### src/hdl/sarseq_map.svh
// Offsets, field positions, reset values and timing counts of the converter sequencer.
// Assumes an 8-bit CPU data bus whose low address byte selects the register.
// Overview of operation
// - Convert selected channel back to back while run is set
// - One completion interrupt per conversion
// - Sample at start, hold through conversion
// - Decide bits MSB first from comparator
// - After LSB, copy approximation into results
// - Result word: upper ten bits, low six zero
// - High byte gets upper eight result bits
// - Result reads insert one bus wait cycle
// - Pin function picks analog or digital port
// - Channel select feeds chosen pin to sampler
// - Reset clears mode register to zero
// - Both bits clear stops; enable only waits
// - Run converts; powers comparator itself if needed
// - Mode register writes insert one wait cycle
// - Speed field divides clock; 22 conversion clocks
// - Channel field three low bits, rest zero
`ifndef SARSEQ_MAP_SVH
`define SARSEQ_MAP_SVH

`define SARSEQ_OFS_RES_LO   8'h08
`define SARSEQ_OFS_RES_HI   8'h09
`define SARSEQ_OFS_MODE     8'h28
`define SARSEQ_OFS_CHAN     8'h29
`define SARSEQ_OFS_PINF     8'h30

`define SARSEQ_MODE_RUN     7
`define SARSEQ_MODE_FR_HI   5
`define SARSEQ_MODE_FR_LO   3
`define SARSEQ_MODE_LV_HI   2
`define SARSEQ_MODE_LV_LO   1
`define SARSEQ_MODE_CMPEN   0

`define SARSEQ_MODE_RST     8'h00
`define SARSEQ_CHAN_RST     3'h0
`define SARSEQ_PINF_RST     8'h00
`define SARSEQ_RES_RST      10'h000

`define SARSEQ_RES_BITS     10
`define SARSEQ_CONV_CLKS    22
`define SARSEQ_SMP_CLKS     (`SARSEQ_CONV_CLKS - `SARSEQ_RES_BITS)

`endif

### src/hdl/sarseq_pkg.sv
// Types shared by the converter sequencer files.
// Assumes nothing of its surroundings.
`default_nettype none
package sarseq_pkg;
  typedef enum logic [1:0] {SQ_IDLE, SQ_SAMPLE, SQ_CONVERT} sarseq_state_t;
  typedef enum logic [1:0] {BS_IDLE, BS_WAIT, BS_DONE} sarseq_bus_t;
endpackage : sarseq_pkg
`default_nettype wire

### src/hdl/sarseq_prescale.sv
// Conversion clock prescaler: one tick every div_in peripheral clocks.
// Assumes div_in holds steady while run_in is high.
`default_nettype none
module sarseq_prescale #(
  parameter int W = 4
) (
  // Clock and reset
  input  wire logic         clk,
  input  wire logic         nrst,
  // Control
  input  wire logic         run_in,
  input  wire logic [W-1:0] div_in,
  // Tick
  output logic              tick
);
  if (W < 1)
  begin : g_chk
    $error("W must be at least 1");
  end
  logic [W-1:0] cnt_ff;
  logic [W-1:0] nxt_cnt;

  always_comb
  begin
    nxt_cnt = '0;
    tick    = 1'b0;
    if (run_in)
    begin
      if (cnt_ff >= div_in - W'(1))
        tick = 1'b1;
      else
        nxt_cnt = cnt_ff + W'(1);
    end
  end

  always_ff @(posedge clk)
  begin
    if (!nrst)
      cnt_ff <= '0;
    else
      cnt_ff <= nxt_cnt;
  end
endmodule : sarseq_prescale
`default_nettype wire

### src/hdl/sarseq_top.sv
// Successive-approximation converter sequencer with its CPU-side registers.
// Assumes a single-cycle CPU strobe per access, a comparator whose output
// is high when the held sample is at or above the trial code, and an
// 8-bit port with a 16-bit read path for the result word.
`include "sarseq_map.svh"
`default_nettype none
module sarseq_top
  import sarseq_pkg::*;
#(
  parameter int NCH = 8
) (
  // Clock and reset
  input  wire logic        clk,
  input  wire logic        nrst,
  // CPU register port
  input  wire logic [7:0]  cpu_addr,
  input  wire logic        cpu_rd,
  input  wire logic        cpu_wr,
  input  wire logic [7:0]  cpu_wdata,
  output logic      [15:0] cpu_rdata,
  output logic             cpu_ack,
  output logic             cpu_wait,
  // Analog front end
  input  wire logic        comp_in,
  output logic      [2:0]  channel_sel,
  output logic             sample_en,
  output logic      [9:0]  trial_code,
  output logic             comp_power,
  output logic      [7:0]  pin_analog,
  // Completion
  output logic             conversion_done_irq
);
  if (NCH < 1 || NCH > 8)
  begin : g_chk
    $error("NCH must lie between 1 and 8");
  end
  logic [7:0]  converter_mode_ff, nxt_mode;
  logic [2:0]  channel_select_ff, nxt_chan;
  logic [7:0]  pin_function_ff, nxt_pinf;
  logic [9:0]  result_ff, nxt_result;
  logic [7:0]  result_high_ff, nxt_result_high;
  sarseq_bus_t bus_ff, nxt_bus;
  logic [7:0]  pend_addr_ff, nxt_pend_addr;
  logic [7:0]  pend_data_ff, nxt_pend_data;
  logic        pend_wr_ff, nxt_pend_wr;
  logic [15:0] rdata_ff, nxt_rdata;
  logic        ack_ff, nxt_ack;
  logic        wait_ff, nxt_wait;
  sarseq_state_t state_ff, nxt_state;
  logic [4:0]  smp_cnt_ff, nxt_smp_cnt;
  logic [3:0]  bit_idx_ff, nxt_bit_idx;
  logic [9:0]  approximation_ff, nxt_approx;
  logic        irq_ff, nxt_irq;
  logic        sample_ff, nxt_sample;
  logic        power_ff, nxt_power;
  logic        run, tick, waited;
  logic [3:0]  div;
  assign run = converter_mode_ff[`SARSEQ_MODE_RUN];

  always_comb
  begin
    case (converter_mode_ff[`SARSEQ_MODE_FR_HI:`SARSEQ_MODE_FR_LO])
      3'h1:    div = 4'h8;
      3'h2:    div = 4'h6;
      3'h3:    div = 4'h4;
      3'h4:    div = 4'h3;
      3'h5:    div = 4'h2;
      default: div = 4'hc;
    endcase
  end

  sarseq_prescale #(
    .W(4)
  ) u_prescale (
    .clk    (clk),
    .nrst   (nrst),
    .run_in (run),
    .div_in (div),
    .tick   (tick)
  );
  function automatic logic [15:0] read_reg(input logic [7:0] a, input logic [9:0] res,
    input logic [7:0] hi, input logic [7:0] mode, input logic [2:0] ch, input logic [7:0] pf);
    case (a)
      `SARSEQ_OFS_RES_LO: read_reg = {res, 6'h00};
      `SARSEQ_OFS_RES_HI: read_reg = {8'h00, hi};
      `SARSEQ_OFS_MODE:   read_reg = {8'h00, mode};
      `SARSEQ_OFS_CHAN:   read_reg = {13'h0, ch};
      `SARSEQ_OFS_PINF:   read_reg = {8'h00, pf};
      default:            read_reg = 16'h0000;
    endcase
  endfunction : read_reg
  // Result reads and mode writes take an extra cycle before they answer.
  assign waited = (cpu_rd && (cpu_addr == `SARSEQ_OFS_RES_LO || cpu_addr == `SARSEQ_OFS_RES_HI))
               || (cpu_wr && cpu_addr == `SARSEQ_OFS_MODE);
  // Register port.
  always_comb
  begin
    nxt_bus       = BS_IDLE;
    nxt_pend_addr = pend_addr_ff;
    nxt_pend_data = pend_data_ff;
    nxt_pend_wr   = pend_wr_ff;
    nxt_rdata     = rdata_ff;
    nxt_ack       = 1'b0;
    nxt_wait      = 1'b0;
    nxt_mode      = converter_mode_ff;
    nxt_chan      = channel_select_ff;
    nxt_pinf      = pin_function_ff;
    case (bus_ff)
      BS_WAIT:
      begin
        nxt_ack = 1'b1;
        if (pend_wr_ff)
          nxt_mode = pend_data_ff;
        else
          nxt_rdata = read_reg(pend_addr_ff, result_ff, result_high_ff,
                               converter_mode_ff, channel_select_ff, pin_function_ff);
      end
      default:
      begin
        if ((cpu_rd || cpu_wr) && waited)
        begin
          nxt_bus       = BS_WAIT;
          nxt_wait      = 1'b1;
          nxt_pend_addr = cpu_addr;
          nxt_pend_data = cpu_wdata;
          nxt_pend_wr   = cpu_wr;
        end
        else if (cpu_wr)
        begin
          nxt_ack = 1'b1;
          if (cpu_addr == `SARSEQ_OFS_CHAN)
            nxt_chan = cpu_wdata[2:0];
          if (cpu_addr == `SARSEQ_OFS_PINF)
            nxt_pinf = cpu_wdata;
        end
        else if (cpu_rd)
        begin
          nxt_ack   = 1'b1;
          nxt_rdata = read_reg(cpu_addr, result_ff, result_high_ff, converter_mode_ff,
                               channel_select_ff, pin_function_ff);
        end
      end
    endcase
  end
  // Conversion sequencer.
  always_comb
  begin
    nxt_state       = state_ff;
    nxt_smp_cnt     = smp_cnt_ff;
    nxt_bit_idx     = bit_idx_ff;
    nxt_approx      = approximation_ff;
    nxt_result      = result_ff;
    nxt_result_high = result_high_ff;
    nxt_irq         = 1'b0;
    nxt_sample      = 1'b0;
    nxt_power       = run || converter_mode_ff[`SARSEQ_MODE_CMPEN];
    case (state_ff)
      SQ_IDLE:
      begin
        nxt_approx = '0;
        if (run)
        begin
          nxt_state   = SQ_SAMPLE;
          nxt_smp_cnt = '0;
          nxt_sample  = 1'b1;
        end
      end
      SQ_SAMPLE:
      begin
        nxt_sample = 1'b1;
        if (tick)
        begin
          if (smp_cnt_ff == 5'(`SARSEQ_SMP_CLKS - 1))
          begin
            nxt_state   = SQ_CONVERT;
            nxt_sample  = 1'b0;
            nxt_bit_idx = 4'(`SARSEQ_RES_BITS - 1);
            nxt_approx  = 10'h200;
          end
          else
            nxt_smp_cnt = smp_cnt_ff + 5'h01;
        end
      end
      SQ_CONVERT:
      begin
        if (tick)
        begin
          nxt_approx[bit_idx_ff] = comp_in;
          if (bit_idx_ff == 4'h0)
          begin
            nxt_result      = nxt_approx;
            nxt_result_high = nxt_approx[9:2];
            nxt_irq         = 1'b1;
            nxt_state       = SQ_SAMPLE;
            nxt_smp_cnt     = '0;
            nxt_sample      = 1'b1;
          end
          else
          begin
            nxt_bit_idx             = bit_idx_ff - 4'h1;
            nxt_approx[nxt_bit_idx] = 1'b1;
          end
        end
      end
      default:
        nxt_state = SQ_IDLE;
    endcase
    if (!run)
    begin
      nxt_state  = SQ_IDLE;
      nxt_sample = 1'b0;
      nxt_irq    = 1'b0;
      nxt_result      = result_ff;
      nxt_result_high = result_high_ff;
    end
  end

  always_ff @(posedge clk)
  begin
    pend_addr_ff      <= nxt_pend_addr;
    pend_data_ff      <= nxt_pend_data;
    pend_wr_ff        <= nxt_pend_wr;
    smp_cnt_ff        <= nxt_smp_cnt;
    bit_idx_ff        <= nxt_bit_idx;
    if (!nrst)
    begin
      converter_mode_ff <= `SARSEQ_MODE_RST;
      channel_select_ff <= `SARSEQ_CHAN_RST;
      pin_function_ff   <= `SARSEQ_PINF_RST;
      result_ff         <= `SARSEQ_RES_RST;
      result_high_ff    <= 8'h00;
      bus_ff            <= BS_IDLE;
      rdata_ff          <= 16'h0000;
      ack_ff            <= 1'b0;
      wait_ff           <= 1'b0;
      state_ff          <= SQ_IDLE;
      approximation_ff  <= 10'h000;
      irq_ff            <= 1'b0;
      sample_ff         <= 1'b0;
      power_ff          <= 1'b0;
    end
    else
    begin
      converter_mode_ff <= nxt_mode;
      channel_select_ff <= nxt_chan;
      pin_function_ff   <= nxt_pinf;
      result_ff         <= nxt_result;
      result_high_ff    <= nxt_result_high;
      bus_ff            <= nxt_bus;
      rdata_ff          <= nxt_rdata;
      ack_ff            <= nxt_ack;
      wait_ff           <= nxt_wait;
      state_ff          <= nxt_state;
      approximation_ff  <= nxt_approx;
      irq_ff            <= nxt_irq;
      sample_ff         <= nxt_sample;
      power_ff          <= nxt_power;
    end
  end
  assign cpu_rdata           = rdata_ff;
  assign cpu_ack             = ack_ff;
  assign cpu_wait            = wait_ff;
  assign channel_sel         = channel_select_ff;
  assign sample_en           = sample_ff;
  assign trial_code          = approximation_ff;
  assign comp_power          = power_ff;
  assign pin_analog          = pin_function_ff;
  assign conversion_done_irq = irq_ff;
endmodule : sarseq_top
`default_nettype wire

### config.mk
export PLATFORM = sky130hd
export DESIGN_NAME = sarseq_top
export DESIGN_NICKNAME = d
export VERILOG_FILES = /design/src/hdl/sarseq_pkg.sv /design/src/hdl/sarseq_prescale.sv /design/src/hdl/sarseq_top.sv
export VERILOG_INCLUDE_DIRS = /design/src /design/src/hdl
export SDC_FILE = /design/constraint.sdc
export NUM_CORES = 1
export LEC_CHECK = 0
export BUFFER_PORTS_ARGS = -buffer_cell sky130_fd_sc_hd__buf_2
export CAP_MARGIN = 20
export CORE_MARGIN = 2
export CORE_UTILIZATION = 30
export DETAILED_ROUTE_END_ITERATION = 10
export PLACE_DENSITY = 0.54
export SYNTH_ARGS = -nofsm -noshare
export SYNTH_HDL_FRONTEND = slang
export SYNTH_HIERARCHICAL = 1
export SYNTH_SLANG_ARGS = --single-unit
### constraint.sdc
create_clock -name clk -period 3.1 [get_ports clk]
set_input_delay 0.62 -clock clk [delete_from_list [all_inputs] [get_ports clk]]
set_output_delay 0.62 -clock clk [all_outputs]
set_load 0.1 [all_outputs]
==> summary.txt <==
Status
  • Status: complete, no violations

Timing
  • Worst slew margin: 0.489
  • Hold Fails Final Rpt: 0
  • Slew of the pin with the lowest slew margin: 0.765 ns
  • Max Clock Freq: 343 MHz
  • Fin crit period: ~2.9 ns
  • Final Cycle Share: 0.940
  • # setup viols final: 0
  • Final slew viol count: 0
  • Clock Skew: ~0.0081 ns

Cells and area
  • # nets final: 584
  • ANT cells: 0
  • Most frequent cells in the layout: dfxtp_1 (65), buf_2 (62), nor2_1 (51), nand2_1 (30), a21oi_1 (30)
  • Design area: 5590 um2
  • Share of post-route cells with drive strength above 1: 0.216
  • Layout area overhead: 18.8%
  • Utilization after layout: 0.367
  • Most common library cell in the layout ignoring fill and taps: dfxtp_1

Yosys
  • Largest cells by area after synthesis: dfxtp_1 (28%), edfxtp_1 (17%), mux2i_1 (5.9%)
  • Mapped Nets: 522
  • Register area share after synthesis: 0.446
  • Dominant synthesized flop cell: dfxtp_1
  • Synth warn: 6
  • Post-Synthesis Cells: ~480
  • Netlist cell types: 63
  • Synth area leader: dfxtp_1
  • Ys async rst share: 0
  • #FFs+latches synth: 92
  • Synth top area share: 0.280
  • EDFF count, synth: 26
  • Cell area after synthesis: 4710 um2
  • Syn_area_per_cell: 9.75 um2

GRT
  • First-pass GRT wire length: roughly 20,000 um
  • Vias in the first global route: approximately 3,800
  • Largest net degree at the start of global routing: 26
  • Initial antenna violation count: 0
  • GRT Overall Usage: 0.156
  • Global route overflow: 0

Placement
  • GP Congestion: just over 0.9
  • Placed Area: approximately 5300 um2
  • Port bufs: 62
  • HPWL after DPL: ~9500 um

Floorplanning
  • Die width: about 130 um
  • Starting Density: 0.309
  • Die height: around 130 um
  • CORE AREA: around 15,000 um2
  • I/O Pins: 63
  • Rows: 45
  • Total Die Area: approximately 17,000 um2

Pwr
  • PwrDens: 452 nW/um2
  • Peak VDD IR: roughly 0.27 mV
  • Pwr Total: 2.53 mW
  • Leak: around 2.1 nW

Routing
  • Number of DRC markers in iteration 0: roughly 280
  • Detail Route Antenna Nets: 0
  • Vias: ~4,000
  • DR pass1 iterations: 4
  • WL final: 12,900 um
  • DRC Markers: 0
  • WL/cell: 16.9 um
  • Number of vias per cell: 5.30

Worst setup path
  • Worst Setup End Kind: register
  • Startpoint Class: register
  • Worst-path fanout max: 8
  • Reg2reg path depth: 14
  • Worst Path Arrival: approximately 3.2 ns
  • Required time of the critical path: ~3.3 ns
  • WS Path Type: register to register

CTS
  • H-tree depth: 3
  • Clock transition at the registers of the reported paths: 0.06 ns
  • CTS Hold Bufs: 0
  • Clk_lat worst skew: ~0.35 ns
  • CTS Sinks: just over 90
  • Root Buffer Master: clkbuf_16
  • CTS tree: built
  • CTS buffer count: 9
  • Clock Tree Buf Depth: 2

Worst hold path
  • Hold WC Path Type: primary input to register
  • Cells on Worst Hold Path: 1

Job
  • Max-Cap Viols: 0
[state kept, by name, indices dropped and copies added, names as in the netlist, 2 cells and up]
signal,flops
bit_idx_ff,4
channel_sel,3
converter_mode_ff,8
cpu_rdata,16
pend_addr_ff,8
pend_data_ff,8
pin_analog,8
result_ff,10
smp_cnt_ff,5
state_ff,2
trial_code,10
u_prescale/cnt_ff,4
[through the flow]
step / hold WS [ns] / cells / setup slack, ns / TNS (ns)
2_1_floorplan: 0.447 / 483 / 0.189 / 0
3_3_place_gp: 0.463 / 743 / 0.0768 / 0
3_5_place_dp: 0.478 / 743 / -0.0732 / -0.352
4_1_cts: 0.447 / 759 / 0.00326 / 0
5_1_grt: 0.449 / 761 / -0.0351 / -0.193
6_report: 0.456 / 761 / 0.186 / 0
[layout make-up]
| cell class | count | area (um2) |
|---|---|---|
| clock buffers | 12 | 258 |
| fillers | 1587 | 9660 |
| flip-flops and latches | 92 | 2100 |
| well taps | 211 | 264 |
| inverters | 15 | 56.3 |
| multi-input cells | 353 | 2470 |
| clock inverters | 4 | 46.3 |
| repair buffers | 74 | 400 |
[path summary, 6_finish.rpt]
kind,slack [ns],start,end
setup / recovery,0.19,converter_mode_ff[4],trial_code[2]
setup reg to reg,0.19,converter_mode_ff[4],trial_code[2]
hold reg to reg,0.47,trial_code[0],trial_code[0]
hold / removal,0.46,cpu_wdata[7],pend_data_ff[7]
[cell usage after synthesis, drive strengths merged, types with 2 or more instances]
| cell | count |
|---|---|
| nor4 | 2 |
| a21oi | 32 |
| o21ai | 18 |
| a22o | 5 |
| nor3 | 9 |
| clkbuf | 14 |
| nand3b | 4 |
| nor4b | 4 |
| nand3 | 22 |
| xor2 | 2 |
| o2bb2ai | 2 |
| edfxtp | 26 |
| dfxtp | 66 |
| o32ai | 5 |
| a32o | 2 |
| inv | 14 |
| o22ai | 5 |
| mux2 | 5 |
| and2 | 7 |
| xnor2 | 9 |
| buf | 9 |
| a21o | 2 |
| ha | 18 |
| nor2 | 53 |
| nand4b | 6 |
| a22oi | 19 |
| nand2b | 2 |
| a211oi | 12 |
| nor3b | 5 |
| o31ai | 2 |
| nor2b | 10 |
| nand4 | 8 |
| nand2 | 33 |
| a31oi | 8 |
| a32oi | 2 |
| mux2i | 28 |
[worst max-delay path, stage by stage, from the launching register on]
cell	delay (ns)
dfxtp_1	0.37
nand2b_1	0.20
nor2_2	0.12
inv_1	0.07
ha_1	0.21
xnor2_1	0.13
ha_1	0.28
o211ai_1	0.10
o21ai_2	0.25
and2_4	0.23
inv_1	0.07
o21ai_2	0.18
o21ai_2	0.14
and2_4	0.22
a22o_1	0.22
[logic make-up after synthesis]
logic type,count (synthesis),share of synthesized area
compound gates,122,0.178
flops,92,0.446
buf+inv,38,0.0361
xor+xnor,11,0.0205
simple gates,169,0.200
mux,33,0.0714
fa+ha+maj,18,0.0478
[what timing repair did]
item,4_1_cts,5_1_grt
endpoints found under the setup margin,8,30
pin swaps,0,1
setup buffers,0,2
resized for setup,1,8
cloned,0,0
hold endpoints to repair,0,0
[power breakdown]
part           leakage [nW]  total (mW)  switching, mW  internal (mW)
Clock                 0.152        1.14          0.468          0.672
Sequential            0.779        1.25        0.00492           1.24
Combinational          1.20       0.144          0.111         0.0340
Total                  2.13        2.53          0.583           1.95
[layer usage]
layer	track usage	vias up	part of all wire
met1	0.194	1956	0.44
met2	0.258	134	0.47
met4	0.0550	0	0.022
li1	-	1923	-
met3	0.0446	21	0.069
met5	0	-	0
Power figures use the tool's default switching activity.
